File: src/shared/fdr_pkg.sv
// constants and types shared by the fault and disturbance recorder
package fdr_pkg;
	// ------------------------------------------------------------
	// time base
	// ------------------------------------------------------------
	localparam int CLK_HZ = 125_000_000;
	localparam int SYS_HZ = 50;
	localparam int SAMPLES_PER_CYCLE = 32;
	localparam int SAMPLES_PER_S = SAMPLES_PER_CYCLE * SYS_HZ;
	localparam int SAMPLE_DIV_DEF = CLK_HZ / SAMPLES_PER_S;
	localparam int MS_PER_S = 1000;
	localparam int MS_DIV_DEF = CLK_HZ / MS_PER_S;
	localparam int DIVW = 17;
	// ------------------------------------------------------------
	// disturbance recorder
	// ------------------------------------------------------------
	localparam int SW = 18;
	localparam int REC_LIMIT_S = 15;
	localparam int STORE_S = 120;
	localparam logic [SW-1:0] REC_LIMIT_SMP = SW'(REC_LIMIT_S * SAMPLES_PER_S);
	localparam logic [SW-1:0] STORE_SMP = SW'(STORE_S * SAMPLES_PER_S);
	localparam logic [SW-1:0] STORE_LAST = SW'(STORE_S * SAMPLES_PER_S - 1);
	localparam int TRIG_N = 8;
	localparam int DR_SLOTS = 16;
	localparam int DRIW = 4;
	localparam int CW = 5;
	localparam int PW = 7;
	localparam logic [PW-1:0] PCT_FULL = 7'h64;
	// ------------------------------------------------------------
	// fault recorder
	// ------------------------------------------------------------
	localparam int FR_MODS = 8;
	localparam int MODW = 3;
	localparam int FR_DEPTH = 20;
	localparam int FR_IW = 5;
	localparam logic [FR_IW-1:0] FR_LAST = 5'h13;
	localparam logic [FR_IW-1:0] FR_FULL = 5'h14;
	localparam int TW = 16;
	localparam int MW = 16;
	localparam logic [TW-1:0] T_MAX = 16'hFFFF;
	// ------------------------------------------------------------
	// types
	// ------------------------------------------------------------
	typedef enum logic [2:0] {
		DR_IDLE = 3'h0,
		DR_EVENT = 3'h1,
		DR_POST = 3'h2,
		DR_EVICT = 3'h3,
		DR_LOCK = 3'h4
	} fdr_dr_state_t;
	typedef enum logic [0:0] {
		FR_IDLE = 1'h0,
		FR_ACTIVE = 1'h1
	} fdr_fr_state_t;
	typedef struct packed {
		logic [TRIG_N-1:0] start_sel;
		logic [SW-1:0] record_limit;
		logic [PW-1:0] pre_pct;
		logic [PW-1:0] post_pct;
		logic overwrite;
	} fdr_dr_cfg_t;
	typedef struct packed {
		logic alarms_mode;
		logic [TW-1:0] meas_delay;
	} fdr_fr_cfg_t;
	typedef struct packed {
		logic [TW-1:0] dur;
		logic [TW-1:0] ttt;
		logic ttt_vld;
		logic tripped;
		logic [MW-1:0] meas;
		logic [MODW-1:0] pick_mod;
		logic [MODW-1:0] trip_mod;
	} fdr_rec_t;
endpackage

File: src/hdl/fdr_top.sv
// fault and disturbance record management
// Functional notes
// - disturbance samples are taken 32 times per power-system cycle.
// - eight selectable start signals are OR-ed into the recorder trigger.
// - after a record, triggers wait until its causing start signals drop.
// - total disturbance storage is 120 s; record count depends on length, up to 16 directory slots.
// - one record is at most 15 s including pre and post portions.
// - pre and post durations are percentages of the record limit.
// - every record holds exactly the configured pre-trigger portion.
// - event portion is min of trigger duration and limit minus pre.
// - post portion is min of post setting and remaining length; may be zero.
// - recording always stops when the record limit has elapsed.
// - full storage either overwrites oldest records or refuses new ones.
// - manual trigger starts a recording like a start signal.
// - delete removes the selected record or all records.
// - fault record starts on rising edge of general pickup.
// - measurements captured at trip, optionally after a delay.
// - alarms mode stores pickups without trip; trips-only mode discards them.
// - notification raised when a record is stored at fall of general pickup; cleared by acknowledge.
// - time-to-trip reported only when pickup and trip modules match.
// - fault duration runs from rise to fall of general pickup.
// - general trip is the OR of all module trips.
// - twenty fault records, oldest overwritten; newest goes to non-volatile store.
// - each fault record keeps a tripped flag.
`timescale 1ns/1ps
module fdr_top #(
	parameter int SAMPLE_DIV = fdr_pkg::SAMPLE_DIV_DEF,
	parameter int MS_DIV = fdr_pkg::MS_DIV_DEF
) (
	input wire logic mclk_i,
	input wire logic resetn_i,
	input wire fdr_pkg::fdr_dr_cfg_t dr_cfg_i,
	input wire logic [fdr_pkg::TRIG_N-1:0] dr_start_i,
	input wire logic man_trig_i,
	input wire logic del_req_i,
	input wire logic del_all_i,
	input wire logic [fdr_pkg::DRIW-1:0] del_slot_i,
	input wire fdr_pkg::fdr_fr_cfg_t fr_cfg_i,
	input wire logic [fdr_pkg::FR_MODS-1:0] pickup_i,
	input wire logic [fdr_pkg::FR_MODS-1:0] trip_i,
	input wire logic [fdr_pkg::MW-1:0] meas_i,
	input wire logic ack_i,
	output logic dr_wr_o,
	output logic [fdr_pkg::SW-1:0] dr_addr_o,
	output logic dr_active_o,
	output logic [fdr_pkg::CW-1:0] dr_count_o,
	output logic [fdr_pkg::SW-1:0] dr_used_o,
	output logic gen_pickup_o,
	output logic gen_trip_o,
	output logic fr_notify_o,
	output fdr_pkg::fdr_rec_t fr_newest_o,
	output logic [fdr_pkg::FR_IW-1:0] fr_count_o,
	output logic [fdr_pkg::FR_DEPTH-1:0] fr_trip_flags_o,
	output logic fr_nv_wr_o
);
	// ------------------------------------------------------------
	// state
	// ------------------------------------------------------------
	typedef struct packed {
		fdr_pkg::fdr_dr_state_t dr_st;
		logic [fdr_pkg::DIVW-1:0] smp_div;
		logic [fdr_pkg::DIVW-1:0] ms_div;
		logic [fdr_pkg::SW-1:0] wr_ptr;
		logic [fdr_pkg::SW-1:0] fill;
		logic [fdr_pkg::SW-1:0] elapsed;
		logic [fdr_pkg::SW-1:0] post_cnt;
		logic [fdr_pkg::TRIG_N-1:0] mask;
		logic pend;
		logic dr_wr;
		logic active;
		logic [fdr_pkg::SW-1:0] used;
		logic [fdr_pkg::DR_SLOTS-1:0] dir_vld;
		logic [fdr_pkg::DR_SLOTS-1:0][fdr_pkg::SW-1:0] dir_len;
		logic [fdr_pkg::DRIW-1:0] head;
		logic [fdr_pkg::DRIW-1:0] tail;
		logic [fdr_pkg::CW-1:0] dr_cnt;
		fdr_pkg::fdr_fr_state_t fr_st;
		logic gp;
		logic gt;
		fdr_pkg::fdr_rec_t cur;
		logic meas_pend;
		logic [fdr_pkg::TW-1:0] mdly;
		fdr_pkg::fdr_rec_t [fdr_pkg::FR_DEPTH-1:0] recs;
		logic [fdr_pkg::FR_IW-1:0] fr_wr;
		logic [fdr_pkg::FR_IW-1:0] fr_cnt;
		logic [fdr_pkg::FR_DEPTH-1:0] trip_flags;
		fdr_pkg::fdr_rec_t newest;
		logic notify;
		logic nv_wr;
	} fdr_state_t;

	localparam logic [fdr_pkg::DIVW-1:0] SMP_LAST = fdr_pkg::DIVW'(SAMPLE_DIV - 1);
	localparam logic [fdr_pkg::DIVW-1:0] MS_LAST = fdr_pkg::DIVW'(MS_DIV - 1);

	fdr_state_t q;
	fdr_state_t d;
	logic smp_tick;
	logic ms_tick;
	logic trig;
	logic gp;
	logic gt;
	logic fits;
	logic store;
	logic [fdr_pkg::SW-1:0] lim;
	logic [fdr_pkg::SW-1:0] pre;
	logic [fdr_pkg::SW-1:0] post;
	logic [fdr_pkg::SW:0] need;

	// ------------------------------------------------------------
	// helpers
	// ------------------------------------------------------------
	function automatic logic [fdr_pkg::SW-1:0] pct_of(input logic [fdr_pkg::PW-1:0] pct,
			input logic [fdr_pkg::SW-1:0] limit);
		logic [fdr_pkg::PW-1:0] pc;
		logic [fdr_pkg::SW+fdr_pkg::PW-1:0] prod;
		pc = (pct > fdr_pkg::PCT_FULL) ? fdr_pkg::PCT_FULL : pct;
		prod = limit * pc;
		return fdr_pkg::SW'(prod / fdr_pkg::PCT_FULL);
	endfunction

	function automatic logic [fdr_pkg::MODW-1:0] first_mod(input logic [fdr_pkg::FR_MODS-1:0] v);
		logic [fdr_pkg::MODW-1:0] idx;
		idx = '0;
		for (int i = fdr_pkg::FR_MODS - 1; i >= 0; i--) begin
			if (v[i]) begin
				idx = fdr_pkg::MODW'(i);
			end
		end
		return idx;
	endfunction

	function automatic logic [fdr_pkg::TW-1:0] sat_inc(input logic [fdr_pkg::TW-1:0] v);
		return (v == fdr_pkg::T_MAX) ? v : v + 16'h0001;
	endfunction

	// ------------------------------------------------------------
	// next state
	// ------------------------------------------------------------
	always_comb begin
		d = q;
		d.dr_wr = 1'h0;
		d.nv_wr = 1'h0;
		store = 1'h0;
		smp_tick = (q.smp_div == SMP_LAST);
		ms_tick = (q.ms_div == MS_LAST);
		d.smp_div = smp_tick ? '0 : q.smp_div + 17'h00001;
		d.ms_div = ms_tick ? '0 : q.ms_div + 17'h00001;
		trig = (|(dr_start_i & dr_cfg_i.start_sel)) | man_trig_i;
		// zero or oversize limit falls back to the ceiling
		lim = (dr_cfg_i.record_limit == '0 || dr_cfg_i.record_limit > fdr_pkg::REC_LIMIT_SMP) ?
			fdr_pkg::REC_LIMIT_SMP : dr_cfg_i.record_limit;
		pre = pct_of(dr_cfg_i.pre_pct, lim);
		post = pct_of(dr_cfg_i.post_pct, lim);
		need = {1'h0, q.used} + {1'h0, lim};
		fits = (need <= {1'h0, fdr_pkg::STORE_SMP}) && !q.dir_vld[q.tail];

		// continuous sample stream keeps the pre-trigger history alive
		if (smp_tick) begin
			d.dr_wr = 1'h1;
			d.wr_ptr = (q.wr_ptr == fdr_pkg::STORE_LAST) ? '0 : q.wr_ptr + 18'h00001;
			if (q.fill < fdr_pkg::REC_LIMIT_SMP) begin
				d.fill = q.fill + 18'h00001;
			end
		end

		case (q.dr_st)
			fdr_pkg::DR_IDLE: begin
				// a trigger is held off until a full pre-trigger history exists
				if ((trig || q.pend) && q.fill >= pre) begin
					if (fits) begin
						d.dr_st = fdr_pkg::DR_EVENT;
						d.elapsed = pre;
						d.post_cnt = '0;
						d.mask = dr_start_i & dr_cfg_i.start_sel;
						d.pend = 1'h0;
					end else if (dr_cfg_i.overwrite && q.dr_cnt != '0) begin
						d.dr_st = fdr_pkg::DR_EVICT;
						d.pend = 1'h1;
					end else begin
						d.pend = 1'h0;
					end
				end
			end
			fdr_pkg::DR_EVICT: begin
				if (q.dir_vld[q.head]) begin
					d.dir_vld[q.head] = 1'h0;
					d.used = q.used - q.dir_len[q.head];
					d.dr_cnt = q.dr_cnt - 5'h01;
				end
				d.head = q.head + 4'h1;
				d.dr_st = fdr_pkg::DR_IDLE;
			end
			fdr_pkg::DR_EVENT: begin
				d.mask = q.mask | (dr_start_i & dr_cfg_i.start_sel);
				if (smp_tick) begin
					d.elapsed = q.elapsed + 18'h00001;
				end
				if (d.elapsed >= lim) begin
					store = 1'h1;
				end else if (!trig) begin
					if (post == '0) begin
						store = 1'h1;
					end else begin
						d.dr_st = fdr_pkg::DR_POST;
					end
				end
			end
			fdr_pkg::DR_POST: begin
				if (smp_tick) begin
					d.elapsed = q.elapsed + 18'h00001;
					d.post_cnt = q.post_cnt + 18'h00001;
				end
				if (d.elapsed >= lim || d.post_cnt >= post) begin
					store = 1'h1;
				end
			end
			fdr_pkg::DR_LOCK: begin
				if ((dr_start_i & q.mask) == '0) begin
					d.dr_st = fdr_pkg::DR_IDLE;
				end
			end
			default: begin
				d.dr_st = fdr_pkg::DR_IDLE;
			end
		endcase

		if (store) begin
			d.dir_vld[q.tail] = 1'h1;
			d.dir_len[q.tail] = d.elapsed;
			d.used = q.used + d.elapsed;
			d.dr_cnt = q.dr_cnt + 5'h01;
			d.tail = q.tail + 4'h1;
			d.dr_st = fdr_pkg::DR_LOCK;
		end

		// deletes are only taken while no recording is in progress
		if (del_req_i && (q.dr_st == fdr_pkg::DR_IDLE || q.dr_st == fdr_pkg::DR_LOCK)) begin
			if (del_all_i) begin
				d.dir_vld = '0;
				d.used = '0;
				d.dr_cnt = '0;
				d.head = '0;
				d.tail = '0;
			end else if (q.dir_vld[del_slot_i]) begin
				d.dir_vld[del_slot_i] = 1'h0;
				d.used = q.used - q.dir_len[del_slot_i];
				d.dr_cnt = q.dr_cnt - 5'h01;
			end
		end
		d.active = (d.dr_st == fdr_pkg::DR_EVENT) || (d.dr_st == fdr_pkg::DR_POST);

		// fault recorder
		gp = |pickup_i;
		gt = |trip_i;
		d.gp = gp;
		d.gt = gt;
		if (ack_i) begin
			d.notify = 1'h0;
		end
		case (q.fr_st)
			fdr_pkg::FR_IDLE: begin
				if (gp && !q.gp) begin
					d.fr_st = fdr_pkg::FR_ACTIVE;
					d.cur = '0;
					d.cur.pick_mod = first_mod(pickup_i);
					d.meas_pend = 1'h0;
				end
			end
			fdr_pkg::FR_ACTIVE: begin
				if (ms_tick) begin
					d.cur.dur = sat_inc(q.cur.dur);
					if (!q.cur.tripped) begin
						d.cur.ttt = sat_inc(q.cur.ttt);
					end
				end
				if (gt && !q.cur.tripped) begin
					d.cur.tripped = 1'h1;
					d.cur.trip_mod = first_mod(trip_i);
					d.cur.ttt_vld = (first_mod(trip_i) == q.cur.pick_mod);
					if (fr_cfg_i.meas_delay == '0) begin
						d.cur.meas = meas_i;
					end else begin
						d.meas_pend = 1'h1;
						d.mdly = fr_cfg_i.meas_delay;
					end
				end else if (q.meas_pend && ms_tick) begin
					d.mdly = q.mdly - 16'h0001;
					if (q.mdly == 16'h0001) begin
						d.cur.meas = meas_i;
						d.meas_pend = 1'h0;
					end
				end
				if (!gp) begin
					// a fault ending before the delay runs out keeps its last sample
					if (d.meas_pend) begin
						d.cur.meas = meas_i;
						d.meas_pend = 1'h0;
					end
					if (!d.cur.ttt_vld) begin
						d.cur.ttt = '0;
					end
					d.fr_st = fdr_pkg::FR_IDLE;
					if (d.cur.tripped || fr_cfg_i.alarms_mode) begin
						d.recs[q.fr_wr] = d.cur;
						d.trip_flags[q.fr_wr] = d.cur.tripped;
						d.fr_wr = (q.fr_wr == fdr_pkg::FR_LAST) ? '0 : q.fr_wr + 5'h01;
						d.fr_cnt = (q.fr_cnt == fdr_pkg::FR_FULL) ? q.fr_cnt : q.fr_cnt + 5'h01;
						d.newest = d.cur;
						d.nv_wr = 1'h1;
						d.notify = 1'h1;
					end
				end
			end
			default: begin
				d.fr_st = fdr_pkg::FR_IDLE;
			end
		endcase
	end

	always_ff @(posedge mclk_i) begin
		if (!resetn_i) begin
			q <= '0;
		end else begin
			q <= d;
		end
	end

	// ------------------------------------------------------------
	// outputs
	// ------------------------------------------------------------
	assign dr_wr_o = q.dr_wr;
	assign dr_addr_o = q.wr_ptr;
	assign dr_active_o = q.active;
	assign dr_count_o = q.dr_cnt;
	assign dr_used_o = q.used;
	assign gen_pickup_o = q.gp;
	assign gen_trip_o = q.gt;
	assign fr_notify_o = q.notify;
	assign fr_newest_o = q.newest;
	assign fr_count_o = q.fr_cnt;
	assign fr_trip_flags_o = q.trip_flags;
	assign fr_nv_wr_o = q.nv_wr;

	// ------------------------------------------------------------
	// checks
	// ------------------------------------------------------------
	property p_smp_rate;
		@(posedge mclk_i) disable iff (!resetn_i)
		smp_tick |=> dr_wr_o ##1 !dr_wr_o;
	endproperty
	a_smp_rate: assert property (p_smp_rate) else $error("sample strobe missing");

	property p_trig_start;
		@(posedge mclk_i) disable iff (!resetn_i)
		(q.dr_st == fdr_pkg::DR_IDLE && trig && q.fill >= pre && fits && !del_req_i) |=>
			(q.dr_st == fdr_pkg::DR_EVENT && q.elapsed == $past(pre));
	endproperty
	a_trig_start: assert property (p_trig_start) else $error("trigger did not start");

	property p_lockout;
		@(posedge mclk_i) disable iff (!resetn_i)
		(q.dr_st == fdr_pkg::DR_LOCK && (dr_start_i & q.mask) != '0) |=>
			q.dr_st == fdr_pkg::DR_LOCK;
	endproperty
	a_lockout: assert property (p_lockout) else $error("lockout released early");

	property p_capacity;
		@(posedge mclk_i) disable iff (!resetn_i)
		q.used <= fdr_pkg::STORE_SMP;
	endproperty
	a_capacity: assert property (p_capacity) else $error("storage overrun");

	property p_limit;
		@(posedge mclk_i) disable iff (!resetn_i)
		(q.dr_st == fdr_pkg::DR_EVENT || q.dr_st == fdr_pkg::DR_POST) |-> q.elapsed < lim;
	endproperty
	a_limit: assert property (p_limit) else $error("record exceeded limit");

	property p_event_end;
		@(posedge mclk_i) disable iff (!resetn_i)
		(q.dr_st == fdr_pkg::DR_EVENT && !trig && post != '0 && d.elapsed < lim) |=>
			q.dr_st == fdr_pkg::DR_POST;
	endproperty
	a_event_end: assert property (p_event_end) else $error("event did not end");

	property p_refuse;
		@(posedge mclk_i) disable iff (!resetn_i)
		(q.dr_st == fdr_pkg::DR_IDLE && !fits && !dr_cfg_i.overwrite) |=>
			q.dr_st != fdr_pkg::DR_EVENT;
	endproperty
	a_refuse: assert property (p_refuse) else $error("full memory accepted record");

	property p_fr_start;
		@(posedge mclk_i) disable iff (!resetn_i)
		(q.fr_st == fdr_pkg::FR_IDLE && gp && !q.gp) |=>
			(q.fr_st == fdr_pkg::FR_ACTIVE && q.cur.dur == '0);
	endproperty
	a_fr_start: assert property (p_fr_start) else $error("fault record not started");

	property p_discard;
		@(posedge mclk_i) disable iff (!resetn_i)
		(q.fr_st == fdr_pkg::FR_ACTIVE && !gp && !gt && !q.cur.tripped &&
			!fr_cfg_i.alarms_mode) |=>
			(fr_count_o == $past(fr_count_o) && !fr_nv_wr_o);
	endproperty
	a_discard: assert property (p_discard) else $error("untripped fault stored");

	property p_ack;
		@(posedge mclk_i) disable iff (!resetn_i)
		(ack_i && !d.nv_wr) |=> !fr_notify_o;
	endproperty
	a_ack: assert property (p_ack) else $error("notification not cleared");

	property p_notify;
		@(posedge mclk_i) disable iff (!resetn_i)
		fr_nv_wr_o |-> (fr_notify_o && !gen_pickup_o);
	endproperty
	a_notify: assert property (p_notify) else $error("store without notification");
endmodule // fdr_top

File: config.mk
export PLATFORM = sky130hd
export DESIGN_NAME = fdr_top
export DESIGN_NICKNAME = d
export VERILOG_FILES = /design/src/shared/fdr_pkg.sv /design/src/hdl/fdr_top.sv
export SDC_FILE = /design/constraint.sdc
export NUM_CORES = 2
export LEC_CHECK = 0
export BUFFER_PORTS_ARGS = -buffer_cell sky130_fd_sc_hd__buf_2
export CORE_ASPECT_RATIO = 0.75
export CORE_MARGIN = 4
export CORE_UTILIZATION = 30
export DETAILED_ROUTE_END_ITERATION = 16
export HOLD_SLACK_MARGIN = 0.1
export PLACE_DENSITY = 0.47
export SYNTH_ARGS = -nofsm -noshare
export SYNTH_HDL_FRONTEND = slang
export SYNTH_SLANG_ARGS = --single-unit
File: constraint.sdc
create_clock -name mclk_i -period 38.4 [get_ports mclk_i]
set_clock_uncertainty 0.2 [all_clocks]
set_input_delay 7.68 -clock mclk_i [delete_from_list [all_inputs] [get_ports mclk_i]]
set_output_delay 7.68 -clock mclk_i [all_outputs]
set_load 0.005 [all_outputs]
==> impl_metrics.csv <==
group,metric,value,unit
critical_path,crit_type,"primary input to register",
critical_path,cp.arrival,34980,ps
floorplan,rows,133,
synth,synth_area_leaders,"dfxtp_1 23%, mux4_2 8.2%, nand2_1 7.4%",
synth,netlist_instances,6392,
run,maxCapViolations,0,
clocking,ctsResizeCount,0,
clocking,cts.sinks,619,
critical_path,cp_num_cells,101,
global_routing,grt_pass1_vias,45500,
routing,ant_nets,0,
global_routing,grt_pass1_wl,286,mm
floorplan,start_util,0.303,
synth,ys_seq_area_frac,0.232,
floorplan,core-area,0.176,mm2
timing,fmax,28.9,MHz
routing,drt_iter0_drc,4012,
synth,synth_top_area_cell,"dfxtp_1",
critical_path,cp_num_buf_inv,7,
routing,wire_per_inst,21.5,um
synth,synth_enable_flop_cells,0,
place,dp_hpwl,134,mm
synth,synth_top_area_share,0.232,
critical_path,cp-start-kind,"primary input",
critical_path,crit_top_cell,"a21oi_1",
finish,layout.cells.most_common,"nand2_1",
routing,vias,47800,
place,gp_congestion,0.902,
clocking,cts_max_path_buffers,3,
timing,tns,0,ps
critical_path,worstPathRequired,38760,ps
critical_path,cp_max_fo,28,
global_routing,grt_overflow,0,
timing,final_hold_viol_count,0,
min_path,min_path_cells,1,
clocking,ctsHoldBuffers,0,
finish,layout-drive-gt1-share,0.127,
floorplan,fp.dieH,373,um
floorplan,top_level_ports,236,
clocking,clk_latency,700,ps
synth,synth_cell_types,148,
routing,wl,188,mm
global_routing,grt_max_degree,272,
timing,setup_viol,0,
clocking,cts_buffers,76,
timing,max_slew.worst_pin.slew,1250,ps
critical_path,crit_slowest_cell,"nand2_1",
routing,drc,0,
critical_path,max_stage_delay,820,ps
global_routing,grt_antenna_before_repair,6,
routing,firstDrtPassIters,6,
global_routing,grt.total_usage,0.197,
min_path,min_path_type,"register to register",
timing,slew_violations,0,
clocking,cts-root-buf,"clkbuf_16",
critical_path,worstRegToRegCells,48,
place,place_area,0.0555,mm2
floorplan,die_x,495,um
timing,rsz0062_at_grt,"no",
synth,syn_area,0.0533,mm2
finish,finish.instance_area,0.0579,mm2
place,portBuffers,235,
timing,period_needed,34620,ps
clocking,postCtsSetupRepairBufs,0,
outcome,status,"complete, no violations",
timing,relSlewSlack,0.168,
timing,fin_crit_sh,0.902,
synth,ys_async_sr_fraction,0,
clocking,cts_tree,"built",
clocking,htree_levels,3,
routing,vias_per_cell,5.46,
synth,syn_avg_cell_area,8.34,um2
timing,hold_ws,252,ps
finish,fillers,18500,
synth,ys_ff_latch,619,
floorplan,die_area,0.185,mm2
finish,syn_to_final_growth,8.64,%
synth,synthFlopType,"dfxtp_1",
clocking,clk_pin_slew_worst_paths,60,ps
critical_path,end_kind,"register",
finish,fin_nets,6832,
finish,layout_common_cells,"1054 x nand2_1, 616 x dfxtp_1, 395 x nor2_1",
synth,ys_warn_count,0,
critical_path,cpLargestDelayFamily,"compound AO/OA/AOI/OAI gates",
==> cells by family after synthesis <==
logic type	count (synthesis)	share of synthesized area
adders and majority gates	403	0.117
other	2	0.000141
muxes	260	0.0956
DFF	619	0.232
and+or+nand+nor	2392	0.211
xor gates and xnor gates	285	0.0474
AOI/OAI and AO/OA	1656	0.225
buffers and inverters	775	0.0709
==> synth_stat cells, drive strengths merged (20+ instances only) <==
library cell and n:
or2 26, o31ai 23, a21o 81, and3 73
nor4 52, o211a 55, mux4 195, buf 263
xnor2 178, and2 134, o21a 33, or3 25
a21boi 319, nand2 1056, a21oi 288, clkbuf 226
a31oi 51, o21bai 45, mux2 20, fa 162
mux2i 45, inv 283, nand3 216, o21ai 272
a211oi 59, a221oi 30, nand4 62, xor2 106
a211o 24, o211ai 46, nand2b 47, dfxtp 619
nor2b 138, o22ai 38, nor2 403, a22oi 84
ha 236, nor3 102
==> worst paths after layout <==
check	startpoint	end	slack, ps
worst max register to register	dr_used_o[1]	dr_used_o[17]	27860
worst min-delay path	q[1702]	q[1702]	250
worst max-delay path	dr_cfg_i[19]	dr_used_o[17]	3780
worst min register to register	q[1702]	q[1702]	250
==> per-stage QoR <==
stage | std cells | setup slack (ps) | utilization
3_3_place_gp | 8610 | 3790 | 0.315
6_report | 8745 | 3780 | 0.329
2_1_floorplan | 6438 | 8070 | -
5_1_grt | 8743 | 1360 | 0.329
4_1_cts | 8742 | 4250 | 0.329
3_5_place_dp | 8610 | 3650 | 0.315
==> layer usage <==
| layer | GRT usage | up-vias | routed length (um) |
|---|---|---|---|
| li1 | - | 22600 | - |
| met1 | 0.293 | 23400 | 89900 |
| met2 | 0.296 | 1596 | 80700 |
| met3 | 0.0306 | 205 | 13300 |
| met4 | 0.0487 | 0 | 4260 |
| met5 | 0 | - | 0 |
==> layout make-up <==
| class | instances | area (um2) | share of cell area |
|---|---|---|---|
| Multi-Input combinational cell | 5044 | 37400 | 0.645 |
| Sequential cell | 619 | 12400 | 0.214 |
| Tap cell | 2362 | 2960 | 0.0510 |
| Clock buffer | 109 | 2150 | 0.0371 |
| Timing Repair Buffer | 301 | 1700 | 0.0293 |
| Inverter | 284 | 1070 | 0.0184 |
| Clock inverter | 23 | 277 | 0.00477 |
| Antenna cell | 3 | 7.51 | 0.000130 |
==> sequential cells by signal, summed over array words and instances (netlist names) <==
| name | cells |
|---|---|
| fr_notify_o | 1 |
| dr_addr_o | 18 |
| dr_active_o | 1 |
| fr_count_o | 5 |
| fr_trip_flags_o | 20 |
| fr_newest_o | 56 |
| gen_pickup_o | 1 |
| q | 491 |
| dr_count_o | 5 |
| dr_used_o | 18 |
| fr_nv_wr_o | 1 |
| dr_wr_o | 1 |
| gen_trip_o | 1 |
Power is not shown: default switching activity piles up to over one toggle a cycle in this logic, so the estimate is an artifact.
